===== config.mk =====
export PLATFORM = sky130hd
export DESIGN_NAME = radio_rx_sync_tx_config_bank
export DESIGN_NICKNAME = d
export VERILOG_FILES = /design/src/design/radio_cfg_pkg.sv /design/src/design/radio_rx_sync_tx_config_bank.sv
export VERILOG_INCLUDE_DIRS = /design/src /design/src/design
export SDC_FILE = /design/constraint.sdc
export NUM_CORES = 1
export LEC_CHECK = 0
export ABC_AREA = 1
export BUFFER_PORTS_ARGS = -buffer_cell sky130_fd_sc_hd__buf_4
export CAP_MARGIN = 15
export CORE_ASPECT_RATIO = 1.25
export CORE_MARGIN = 10
export CORE_UTILIZATION = 40
export DETAILED_ROUTE_END_ITERATION = 8
export GPL_TIMING_DRIVEN = 0
export SLEW_MARGIN = 25
export SYNTH_ARGS = -nofsm -noshare
export SYNTH_HDL_FRONTEND = slang
export SYNTH_SLANG_ARGS = --single-unit
export TNS_END_PERCENT = 5

===== constraint.sdc =====
create_clock -name pclk -period 7 [get_ports pclk]
set_input_delay 0.35 -clock pclk [delete_from_list [all_inputs] [get_ports pclk]]
set_output_delay 0.35 -clock pclk [all_outputs]
set_load 0.01 [all_outputs]

===== src/design/radio_cfg_defs.svh =====
`ifndef RADIO_CFG_DEFS_SVH
`define RADIO_CFG_DEFS_SVH

// ----------------------------------------------------------------
// Register indices (byte address is four times the index)
// ----------------------------------------------------------------
`define IDX_REF_DIV      8'h13
`define IDX_RSSI         8'h14
`define IDX_ONOFF        8'h15
`define IDX_PAT3         8'h16
`define IDX_PAT2         8'h17
`define IDX_PAT1         8'h18
`define IDX_PAT0         8'h19
`define IDX_TXFP         8'h1a
`define IDX_PAT_CTRL     8'h12
`define IDX_PAT_STAT     8'h20

// ----------------------------------------------------------------
// Reset values
// ----------------------------------------------------------------
`define RST_REF_DIV      8'h07
`define RST_ONOFF        8'h00
`define RST_PAT          8'h00
`define RST_TXFP         8'h70
`define RST_PAT_CTRL     8'h00

// ----------------------------------------------------------------
// Field positions
// ----------------------------------------------------------------
`define F_STEP_LSB       5
`define F_LEN_LSB        2
`define F_COEF_LSB       0
`define F_CUT_LSB        4
`define F_POUT_LSB       1
`define F_RECOG_BIT      5
`define F_SIZE_LSB       3
`define F_TOL_LSB        1
`define POUT_MAX_CODE    3'h5

`endif


===== src/design/radio_cfg_pkg.sv =====
package radio_cfg_pkg;

  typedef struct packed {
    logic [2:0] peak_level_reduction;
    logic [2:0] peak_update_period;
    logic [1:0] average_filter_coeff_select;
  } onoff_cfg_t;

  typedef struct packed {
    logic [3:0] tx_antialias_cutoff;
    logic [2:0] tx_power;
    logic       unused;
  } tx_cfg_t;

  typedef enum logic [1:0] {
    ST_IDLE = 2'b00,
    ST_SEND = 2'b01
  } tx_state_t;

endpackage : radio_cfg_pkg


===== src/design/radio_rx_sync_tx_config_bank.sv =====
// Implementation choice: the APB slave port.
`include "radio_cfg_defs.svh"

module radio_rx_sync_tx_config_bank #(
  parameter int CHIP_DIV = 16
) (
  input  wire logic        pclk,
  input  wire logic        presetn,
  input  wire logic        psel,
  input  wire logic        penable,
  input  wire logic        pwrite,
  input  wire logic [11:0] paddr,
  input  wire logic [31:0] pwdata,
  output logic      [31:0] prdata,
  output logic             pready,
  output logic             pslverr,
  input  wire logic [7:0]  rssi_in,
  input  wire logic        tx_start,
  output logic             tx_bit,
  output logic             tx_bit_valid,
  output logic             tx_busy,
  input  wire logic        rx_bit,
  input  wire logic        rx_bit_valid,
  output logic             pattern_found,
  output logic             ref_clk_tick,
  output logic             peak_update,
  output logic [2:0]       peak_level_reduction,
  output logic [1:0]       average_filter_coeff_select,
  output logic [3:0]       tx_antialias_cutoff,
  output logic [2:0]       tx_power
);

  // ----------------------------------------------------------------
  // Registers
  // ----------------------------------------------------------------
  logic [7:0]                 ref_div_q;
  radio_cfg_pkg::onoff_cfg_t  onoff_q;
  logic [7:0]                 pat_q [4];
  radio_cfg_pkg::tx_cfg_t     txfp_q;
  logic [7:0]                 pat_ctrl_q;
  logic [7:0]                 rssi_q;
  logic                       found_q;
  logic [9:0]                 idx;
  logic                       wr_en;
  logic                       mapped;
  logic                       recog_en;
  logic [1:0]                 pattern_size;
  logic [1:0]                 tol;

  assign idx      = paddr[11:2];
  assign wr_en    = psel && penable && pwrite;
  assign pready   = 1'b1;
  assign recog_en = pat_ctrl_q[`F_RECOG_BIT];
  assign pattern_size = pat_ctrl_q[`F_SIZE_LSB +: 2];
  assign tol      = pat_ctrl_q[`F_TOL_LSB +: 2];

  always_comb begin
    mapped = 1'b1;
    unique case (idx)
      {2'b00, `IDX_REF_DIV}, {2'b00, `IDX_RSSI}, {2'b00, `IDX_ONOFF},
      {2'b00, `IDX_PAT3}, {2'b00, `IDX_PAT2}, {2'b00, `IDX_PAT1},
      {2'b00, `IDX_PAT0}, {2'b00, `IDX_TXFP}, {2'b00, `IDX_PAT_CTRL},
      {2'b00, `IDX_PAT_STAT}: mapped = 1'b1;
      default: mapped = 1'b0;
    endcase
  end

  // Unmapped access answers with an error, no side effect
  assign pslverr = psel && penable && !mapped;

  always_ff @(posedge pclk or negedge presetn) begin
    if (!presetn) begin
      ref_div_q  <= `RST_REF_DIV;
      onoff_q    <= `RST_ONOFF;
      pat_q[0]   <= `RST_PAT;
      pat_q[1]   <= `RST_PAT;
      pat_q[2]   <= `RST_PAT;
      pat_q[3]   <= `RST_PAT;
      txfp_q     <= `RST_TXFP;
      pat_ctrl_q <= `RST_PAT_CTRL;
    end else if (wr_en) begin
      unique case (idx)
        {2'b00, `IDX_REF_DIV}:  ref_div_q  <= pwdata[7:0];
        {2'b00, `IDX_ONOFF}:    onoff_q    <= pwdata[7:0];
        {2'b00, `IDX_PAT3}:     pat_q[3]   <= pwdata[7:0];
        {2'b00, `IDX_PAT2}:     pat_q[2]   <= pwdata[7:0];
        {2'b00, `IDX_PAT1}:     pat_q[1]   <= pwdata[7:0];
        {2'b00, `IDX_PAT0}:     pat_q[0]   <= pwdata[7:0];
        {2'b00, `IDX_TXFP}:     txfp_q     <= {pwdata[7:1], 1'b0};
        {2'b00, `IDX_PAT_CTRL}: pat_ctrl_q <= {1'b0, 1'b0, pwdata[5:1], 1'b0};
        default: ;
      endcase
    end
  end

  // ----------------------------------------------------------------
  // Read path
  // ----------------------------------------------------------------
  always_comb begin
    prdata = 32'h0000_0000;
    unique case (idx)
      {2'b00, `IDX_REF_DIV}:  prdata[7:0] = ref_div_q;
      {2'b00, `IDX_RSSI}:     prdata[7:0] = rssi_q;
      {2'b00, `IDX_ONOFF}:    prdata[7:0] = onoff_q;
      {2'b00, `IDX_PAT3}:     prdata[7:0] = pat_q[3];
      {2'b00, `IDX_PAT2}:     prdata[7:0] = pat_q[2];
      {2'b00, `IDX_PAT1}:     prdata[7:0] = pat_q[1];
      {2'b00, `IDX_PAT0}:     prdata[7:0] = pat_q[0];
      {2'b00, `IDX_TXFP}:     prdata[7:0] = txfp_q;
      {2'b00, `IDX_PAT_CTRL}: prdata[7:0] = pat_ctrl_q;
      {2'b00, `IDX_PAT_STAT}: prdata[0]   = found_q;
      default: prdata = 32'h0000_0000;
    endcase
  end

  // ----------------------------------------------------------------
  // Strength sampling (pin input, three stages)
  // ----------------------------------------------------------------
  logic [7:0] rs1_q;
  logic [7:0] rs2_q;
  logic [7:0] rs3_q;

  always_ff @(posedge pclk or negedge presetn) begin
    if (!presetn) begin
      rs1_q  <= 8'h00;
      rs2_q  <= 8'h00;
      rs3_q  <= 8'h00;
      rssi_q <= 8'h00;
    end else begin
      rs1_q <= rssi_in;
      rs2_q <= rs1_q;
      rs3_q <= rs2_q;
      // Only take a value once two stages agree
      if (rs2_q == rs3_q) begin
        rssi_q <= rs3_q;
      end
    end
  end

  // ----------------------------------------------------------------
  // Reference divider and peak update strobes
  // ----------------------------------------------------------------
  logic [7:0]  ref_cnt_q;
  logic [11:0] chip_cnt_q;
  logic [11:0] upd_period;

  // tick every divider plus one cycles
  always_ff @(posedge pclk or negedge presetn) begin
    if (!presetn) begin
      ref_cnt_q    <= 8'h00;
      ref_clk_tick <= 1'b0;
    end else if (ref_cnt_q >= ref_div_q) begin
      ref_cnt_q    <= 8'h00;
      ref_clk_tick <= 1'b1;
    end else begin
      ref_cnt_q    <= ref_cnt_q + 8'h01;
      ref_clk_tick <= 1'b0;
    end
  end

  // period in reference ticks per code
  always_comb begin
    logic [2:0] c;
    c = onoff_q.peak_update_period;
    if (!c[2]) begin
      upd_period = 12'(CHIP_DIV) << c[1:0];
    end else begin
      upd_period = 12'(CHIP_DIV) >> ({1'b0, c[1:0]} + 3'h1);
    end
    if (upd_period == 12'h000) begin
      upd_period = 12'h001;
    end
  end

  always_ff @(posedge pclk or negedge presetn) begin
    if (!presetn) begin
      chip_cnt_q  <= 12'h000;
      peak_update <= 1'b0;
    end else begin
      peak_update <= 1'b0;
      if (ref_clk_tick) begin
        if (chip_cnt_q + 12'h001 >= upd_period) begin
          chip_cnt_q  <= 12'h000;
          peak_update <= 1'b1;
        end else begin
          chip_cnt_q <= chip_cnt_q + 12'h001;
        end
      end
    end
  end

  always_ff @(posedge pclk or negedge presetn) begin
    if (!presetn) begin
      peak_level_reduction        <= 3'h0;
      average_filter_coeff_select <= 2'h0;
      tx_antialias_cutoff         <= 4'h7;
      tx_power                    <= 3'h0;
    end else begin
      peak_level_reduction        <= onoff_q.peak_level_reduction;
      average_filter_coeff_select <= onoff_q.average_filter_coeff_select;
      tx_antialias_cutoff         <= txfp_q.tx_antialias_cutoff;
      // unused codes held at the maximum power code
      tx_power <= (txfp_q.tx_power > `POUT_MAX_CODE) ? `POUT_MAX_CODE
                                                      : txfp_q.tx_power;
    end
  end

  // ----------------------------------------------------------------
  // Pattern transmit
  // ----------------------------------------------------------------
  radio_cfg_pkg::tx_state_t st_q;
  logic [4:0]               tx_cnt_q;
  logic [31:0]              tx_pat;
  logic [4:0]               tx_last;

  assign tx_pat  = {pat_q[3], pat_q[2], pat_q[1], pat_q[0]};
  assign tx_last = 5'({pattern_size, 3'b111});
  assign tx_busy = (st_q == radio_cfg_pkg::ST_SEND);

  // msb byte first, bytes by size
  always_ff @(posedge pclk or negedge presetn) begin
    if (!presetn) begin
      st_q         <= radio_cfg_pkg::ST_IDLE;
      tx_cnt_q     <= 5'h00;
      tx_bit       <= 1'b0;
      tx_bit_valid <= 1'b0;
    end else begin
      tx_bit_valid <= 1'b0;
      unique case (st_q)
        radio_cfg_pkg::ST_IDLE: begin
          if (tx_start) begin
            st_q     <= radio_cfg_pkg::ST_SEND;
            tx_cnt_q <= 5'h00;
          end
        end
        radio_cfg_pkg::ST_SEND: begin
          if (ref_clk_tick) begin
            tx_bit       <= tx_pat[5'd31 - tx_cnt_q];
            tx_bit_valid <= 1'b1;
            tx_cnt_q     <= tx_cnt_q + 5'h01;
            if (tx_cnt_q == tx_last) begin
              st_q <= radio_cfg_pkg::ST_IDLE;
            end
          end
        end
        default: st_q <= radio_cfg_pkg::ST_IDLE;
      endcase
    end
  end

  // ----------------------------------------------------------------
  // Pattern detect
  // ----------------------------------------------------------------
  logic [31:0] rx_sh_q;
  logic [31:0] cmp_mask;
  logic [31:0] diff;
  logic [5:0]  err_cnt;
  logic [5:0]  pat_shift;

  assign pat_shift = 6'd24 - {1'b0, pattern_size, 3'b000};
  // Window keeps only the newest bits, one byte per size step
  assign cmp_mask  = 32'hffff_ffff >> pat_shift;
  // oldest bit meets first sent bit
  assign diff      = ({rx_sh_q[30:0], rx_bit} ^ (tx_pat >> pat_shift)) & cmp_mask;

  always_comb begin
    err_cnt = 6'h00;
    for (int i = 0; i < 32; i++) begin
      err_cnt = err_cnt + {5'h00, diff[i]};
    end
  end

  always_ff @(posedge pclk or negedge presetn) begin
    if (!presetn) begin
      rx_sh_q <= 32'h0000_0000;
    end else if (rx_bit_valid && recog_en) begin
      rx_sh_q <= {rx_sh_q[30:0], rx_bit};
    end
  end

  // accept within tolerance; sticky, a one written to bit 0 clears, a hit in the same cycle wins
  always_ff @(posedge pclk or negedge presetn) begin
    if (!presetn) begin
      found_q       <= 1'b0;
      pattern_found <= 1'b0;
    end else begin
      pattern_found <= rx_bit_valid && recog_en && (err_cnt <= {4'h0, tol});
      if (rx_bit_valid && recog_en && (err_cnt <= {4'h0, tol})) begin
        found_q <= 1'b1;
      end else if (wr_en && idx == {2'b00, `IDX_PAT_STAT} && pwdata[0]) begin
        found_q <= 1'b0;
      end
    end
  end

endmodule : radio_rx_sync_tx_config_bank


# After elaboration in Yosys (flattened, before gate mapping)
# Index checks and enable logic that the tools add are counted.
op_classes:
  addsub: 37
  n_mul: 0
  div: 0
  magnitude_cmp: 5
  n_eq_ne: 16
  shift: 4
  n_mux: 24
  bitwise_logic: 2
  n_reduce_logical: 24
ops:
  columns: ["operator", "count"]
  rows:
  - ["$add A6 B1 Y6", 26]
  - ["$eq A10 B5 Y1 const B", 9]
  - ["$pmux W7 S9", 1]
  - ["$mux W12", 3]
  - ["$and A32 B32 Y32", 1]
  - ["$shr A32 B6 Y32", 1]
  - ["$shr A32 B6 Y32 const A", 1]
  - ["$xor A32 B32 Y32", 1]
  - ["$reduce_and A2 Y1", 9]
  - ["$add A12 B1 Y12 const B", 1]
  - ["$ge A12 B12 Y1", 1]
  - ["$logic_not A12 Y1", 1]
  - ["$shl A5 B2 Y12 const A", 1]
  - ["$shr A5 B3 Y12 const A", 1]
  - ["$eq A10 B6 Y1 const B", 1]
  - ["$mux W5", 2]
  - ["$pmux W5 S2", 1]
  - ["$reduce_or A10 Y1", 1]
  - ["$mux W1", 9]
  - ["$add A8 B1 Y8 const B", 1]
  - ["$eq A8 B8 Y1", 1]
  - ["$ge A8 B8 Y1", 1]
  - ["$mux W8", 1]
  - ["$pmux W1 S8", 1]
  - ["25 further kinds", 36]
word_totals:
  reg_bits: 168
  latchBits: 0
  ramBits: 0
  romBits: 0
  input_bits: 60
  out_inout_bits: 52
  word_cells: 142
  n_memories: 0

# Logic depth before layout (Yosys ltp)
logic_depth:
  ltp_word: 38
  depth_mapped: 25
  mapped_depth_nobuf: 24

# Worst setup path after synthesis
# Ideal clock, no wire load.
synth_timing:
  path_type: "flip-flop to flip-flop"
  startpoint: "register pat_ctrl_q[4]"
  endpoint: "register found_q"
  setup_ns: 0.083
  arrival_ns: 5.738
  t_required_ns: 6.917
  setup_slack_ns: 1.179
  path_stages_with_launch: 24
  path_buffers: 1
  period_less_slack_ns: 5.821
  cell_sequence: "dfrtp_1 -> inv_1 -> clkbuf_1 -> a21oi_1 -> o21ai_0 -> o21ai_0 -> xor2_1 -> fa_1 -> fa_1 -> fa_1 -> inv_1 -> fa_1 -> fa_1 -> fa_1 -> ha_1 -> inv_1 -> fa_1 -> inv_1 -> ha_1 -> inv_1 -> nor2_1 -> o21ai_0 -> nand2_1 -> o21ai_0"
synth_between:
  elab_chain_len: 38
  elab_cells_between_ends: 40
  cone_classes: "32 x add/sub; 1 x order compare; 2 x shift; 1 x mux; 2 x bitwise; 2 x reduce/logical"
synth_lines:
  columns: ["element", "line_no", "rtl"]
  rows:
  - ["from (decl)", "radio_rx_sync_tx_config_bank.sv:40", "logic [7:0] pat_ctrl_q;"]
  - ["from (signal assigned)", "radio_rx_sync_tx_config_bank.sv:80", "pat_ctrl_q <= `RST_PAT_CTRL;"]
  - ["from (signal assigned)", "radio_rx_sync_tx_config_bank.sv:90", "{2'b00, `IDX_PAT_CTRL}: pat_ctrl_q <= {1'b0, 1'b0, pwdata[5:1], 1'b0};"]
  - ["$sub A5 B5 Y6 *", "radio_rx_sync_tx_config_bank.sv:260", "assign pat_shift = 6'd24 - {1'b0, pattern_size, 3'b000};"]
  - ["$shr A32 B6 Y32", "radio_rx_sync_tx_config_bank.sv:264", "assign diff = ({rx_sh_q[30:0], rx_bit} ^ (tx_pat >> pat_shift)) & cmp_mask;"]
  - ["$xor A32 B32 Y32", "radio_rx_sync_tx_config_bank.sv:264", null]
  - ["$and A32 B32 Y32 *", "radio_rx_sync_tx_config_bank.sv:264", null]
  - ["$add A1 B1 Y2", "radio_rx_sync_tx_config_bank.sv:269", "err_cnt = err_cnt + {5'h00, diff[i]};"]
  - ["$add A2 B1 Y3", "radio_rx_sync_tx_config_bank.sv:269", null]
  - ["$add A3 B1 Y4", "radio_rx_sync_tx_config_bank.sv:269", null]
  - ["$add A4 B1 Y5", "radio_rx_sync_tx_config_bank.sv:269", null]
  - ["$add A5 B1 Y6", "radio_rx_sync_tx_config_bank.sv:269", null]
  - ["$add A6 B1 Y6 (25 in a row)", "radio_rx_sync_tx_config_bank.sv:269", null]
  - ["$add A6 B1 Y6 *", "radio_rx_sync_tx_config_bank.sv:269", null]
  - ["$le A6 B2 Y1 *", "radio_rx_sync_tx_config_bank.sv:288", "if (rx_bit_valid && recog_en && (err_cnt <= {4'h0, tol})) begin"]
  - ["$logic_and A1 B1 Y1 *", "radio_rx_sync_tx_config_bank.sv:288", null]
  - ["$mux W1 / $reduce_bool A2 Y1 (equally long branches)", null, null]
  - ["to (signal assigned)", "radio_rx_sync_tx_config_bank.sv:284", "found_q <= 1'b0;"]
  - ["to (signal assigned)", "radio_rx_sync_tx_config_bank.sv:289", "found_q <= 1'b1;"]
  - ["to (signal assigned)", "radio_rx_sync_tx_config_bank.sv:291", "found_q <= 1'b0;"]
  - ["to (decl)", "radio_rx_sync_tx_config_bank.sv:42", "logic found_q;"]
# Every way passes the cells marked *; elsewhere a longest branch is shown, timed or not.
# A chain may end at the register's enable or synchronous reset.

# Worst setup path after layout
# Same ends and word-level chain as after synthesis.

==> reports/qor.yml <==
synthesis:
  synth_cell_types: 46
  synth_cells: 1068
  avgSynthCellArea_sq_um: 8.82
  syn_area_sq_um: 9420
  ys.flop_type: "dfrtp_1"
  seq_area_frac_synth_pct: 44.5
  ys_seq_elements: 167
  yosys_warnings: 0
  ys_async_sr_fraction_pct: 100
  synth_edf_count: 0
clock_tree:
  cts_buffer_depth: 2
  insertion_delay_ns: 0.44
  cts_tree: "done"
  cts.clk_slew.worst_paths_ns: 0.07
  post_cts_buffers: 0
  cts_inserted_buffers: 17
  cts_num_sinks: 167
  root_buffer: "clkbuf_16"
  cts-htree-levels: 4
timing:
  post-route-min-period_ns: 6.57
  slew-limit-headroom_pct: 50.0
  timing.final.ws_setup_ns: 0.431
  setup_viol: 0
  finalCritPeriodShare_pct: 93.8
  clock_skew_ns: 0.00898
  final_max_slew_viol_count: 0
  hold_violations: 0
  worst_pin_slew_ns: 0.749
  tns_ns: 0
  rsz0062_at_grt: "false"
  fmax_mhz: 152
setup_path:
  crit_path_cell_trace: "inv_1 -> clkbuf_1 -> a21oi_1 -> o21ai_0 -> o21ai_0 -> xor2_1 -> fa_1 -> fa_1 -> fa_1 -> inv_1 -> fa_1 -> fa_1 -> fa_1 -> ha_1 -> inv_1 -> fa_1 -> inv_1 -> ha_1 -> inv_1 -> nor2_1 -> o21ai_0 -> nand2_1 -> o21ai_0"
  timing.rr.start: "pat_ctrl_q[4]$_DFFE_PN0P_"
  worst_r2r_path_depth: 23
  r2r_setup_slack_ns: 0.43
  cp.required_ns: 7.36
  crit_type: "reg -> reg"
  r2r_end: "found_q$_DFFE_PN0P_"
  crit_path_max_fanout: 10
  arrival_ns: 6.93
  cpPeakStageDelay_ns: 0.57
  end_kind: "flip-flop"
  cpMostUsedCell: "fa_1"
  crit_path_end: "found_q$_DFFE_PN0P_"
  cp_slowest_cell: "fa_1"
  crit_start: "pat_ctrl_q[4]$_DFFE_PN0P_"
  start_kind: "flip-flop"
die:
  core_area_sq_um: 23100
  fp.dieW_um: 157
  num_rows: 62
  ioPinCount: 112
  die_h_um: 192
  die_area_sq_um: 30100
  initial_utilization_pct: 40.8
global_routing:
  grt_overflow: 0
  grt_pass1_wl_mm: 40.8
  antenna_found_initial: 0
  grt_max_degree: 87
  grt_pass1_vias: 7472
  gr-usage-all-layers_pct: 17.5
final_layout:
  layout.cells.non_filler: 1473
  fillCellCount: 2254
  syn_to_final_growth_pct: 15.9
  n_antenna_cell: 0
  nets: 1284
  drive_gt1_share_pct: 19.2
hold_path:
  hp-class: "in -> reg"
routing:
  vias_per_cell: 5.12
  route.detailed.drc: 0
  routedWlPerCell_um: 17.5
  via_count: 7545
  drt_iter0_markers: 494
  ant_nets: 0
  dr.pass1.iters: 5
  drt-total-wl_mm: 25.8
flow_run:
  maxCapViolations: 0
placed_design:
  io_buffers: 60
  dpl.cell_count: 1440
  place.gp.congestion: 0.949
  place_ws_ns: 0.466
  dpl.hpwl_mm: 19.8
outcome:
  outcome: "completed"
power_and_ir_drop:
  p_per_area_nw_per_um2: 231
  p_leak_nw: 5.19
  peakVddDrop_v: 0.000144
==> layout by cell type, fill, tap and decap left out, types with 13 or more instances in the layout <==
cell type / n
o21ai_0: 110
fa_1: 24
buf_4: 84
nand3_1: 44
a21oi_1: 60
xor2_1: 19
inv_1: 128
nor2_1: 58
ha_1: 28
conb_1: 25
dfrtp_1: 158
o211ai_1: 17
o21ai_2: 26
nand2_1: 207
mux2_2: 21
o22ai_1: 13
clkbuf_16: 17
buf_2: 13
==> report_power, final <==
group,internal [W],leakage (nW),switching (W),total (W)
logic,0.000223,2.76,0.000332,0.000555
registers,0.00103,2.18,0.0000531,0.00108
clock network,0.000476,0.256,0.000408,0.000884
total,0.00173,5.19,0.000793,0.00252
==> timing repair <==
item	in CTS	in global routing
resized for setup	0	0
hold endpoints to repair	81	0
hold buffers	1	0
==> cells in the mapped netlist, types with 5 or more instances <==
| cell | number | area [sq um] |
|---|---|---|
| inv_1 | 128 | 480 |
| nor2_4 | 6 | 67.6 |
| o21ai_2 | 26 | 228 |
| o21ai_0 | 110 | 551 |
| nand2_2 | 6 | 37.5 |
| clkbuf_1 | 11 | 41.3 |
| o22ai_1 | 13 | 81.3 |
| dfrtp_1 | 158 | 3950 |
| buf_4 | 25 | 188 |
| nand3_1 | 44 | 220 |
| a21oi_2 | 5 | 43.8 |
| dfstp_2 | 9 | 236 |
| o21ai_1 | 12 | 60.1 |
| ha_1 | 28 | 350 |
| xor2_1 | 19 | 166 |
| nand4_1 | 7 | 43.8 |
| mux2_2 | 21 | 236 |
| nand3_2 | 5 | 50.1 |
| a21oi_1 | 60 | 300 |
| nand2_1 | 207 | 777 |
| xnor2_1 | 10 | 87.6 |
| o211ai_1 | 17 | 128 |
| fa_1 | 24 | 480 |
| buf_2 | 13 | 65.1 |
| nor2_1 | 58 | 218 |
==> kinds of logic after synthesis <==
logic type               count (synthesis)  share of synthesized area [%]
AO/OA/AOI/OAI                          252                           15.5
other                                    2                         0.0797
XOR/XNOR                                29                           2.70
buffers and inverters                  190                           9.07
adder cells (fa/ha/maj)                 52                           8.82
multiplexers                            24                           2.83
AND/OR/NAND/NOR                        352                           16.6
flip-flops                             167                           44.5
==> state kept, by name (all words and copies together) (netlist names), 8 cells and up <==
name        flops
pat_q          32
rx_sh_q        31
chip_cnt_q     12
onoff_q         8
ref_cnt_q       8
ref_div_q       8
rs1_q           8
rs2_q           8
rs3_q           8
rssi_q          8
==> worst min-delay path by stage <==
| stage | slack [ns] | start | to | cells after the start |
|---|---|---|---|---|
| floorplan | 0.05 | presetn | average_filter_coeff_select[0]$_DFF_PN0_ | 0 |
| CTS | 0.008 | rssi_in[2] | rs1_q[2]$_DFF_PN0_ | 1 |
| global placement | 0.33 | rs1_q[5]$_DFF_PN0_ | rs2_q[5]$_DFF_PN0_ | 0 |
| finish | 0.02 | rssi_in[2] | rs1_q[2]$_DFF_PN0_ | 1 |
| detailed placement | 0.33 | rs1_q[2]$_DFF_PN0_ | rs2_q[2]$_DFF_PN0_ | 0 |
| global route | 0.004 | rssi_in[1] | rs1_q[1]$_DFF_PN0_ | 1 |
==> per-layer routing <==
layer	GRT usage, %	vias to the layer above	routed length (um)
met2	29.4	241	12500
met3	4.01	48	1650
met5	0	-	0
met4	7.31	0	877
li1	-	3660	-
met1	21.2	3596	10700
==> worst max-delay path: cells and delay by family (launching register included) <==
family          cells  cell delay [ns]
simple gates        2             0.12
xor+xnor            1             0.21
fa+ha+maj           9             4.10
buf+inv             6             0.88
compound gates      5             0.73
flops               1             0.43
==> area by class of cell <==
cell class,instances,area (sq um),share of cell area [%]
inverter,134,504,4.62
sequential,167,4190,38.4
multi-input combinational,734,4470,40.9
clock inverter,12,95.1,0.871
timing repair buffer,62,495,4.54
buffer,56,350,3.21
clock buffer,20,457,4.18
tap,288,360,3.30
==> per-stage QoR <==
stage	utilization, %	cell area, sq um	power (W)	hold WS (ns)
2_1_floorplan	-	9510	0.00149	0.0544
3_3_place_gp	44.6	10300	0.00164	0.332
3_5_place_dp	44.8	10400	0.00165	0.335
4_1_cts	47.2	10900	0.00254	0.00754
5_1_grt	47.2	10900	0.00267	0.00393
6_report	47.2	10900	0.00252	0.0215
No activity file was read; power rests on OpenSTA's default activity.
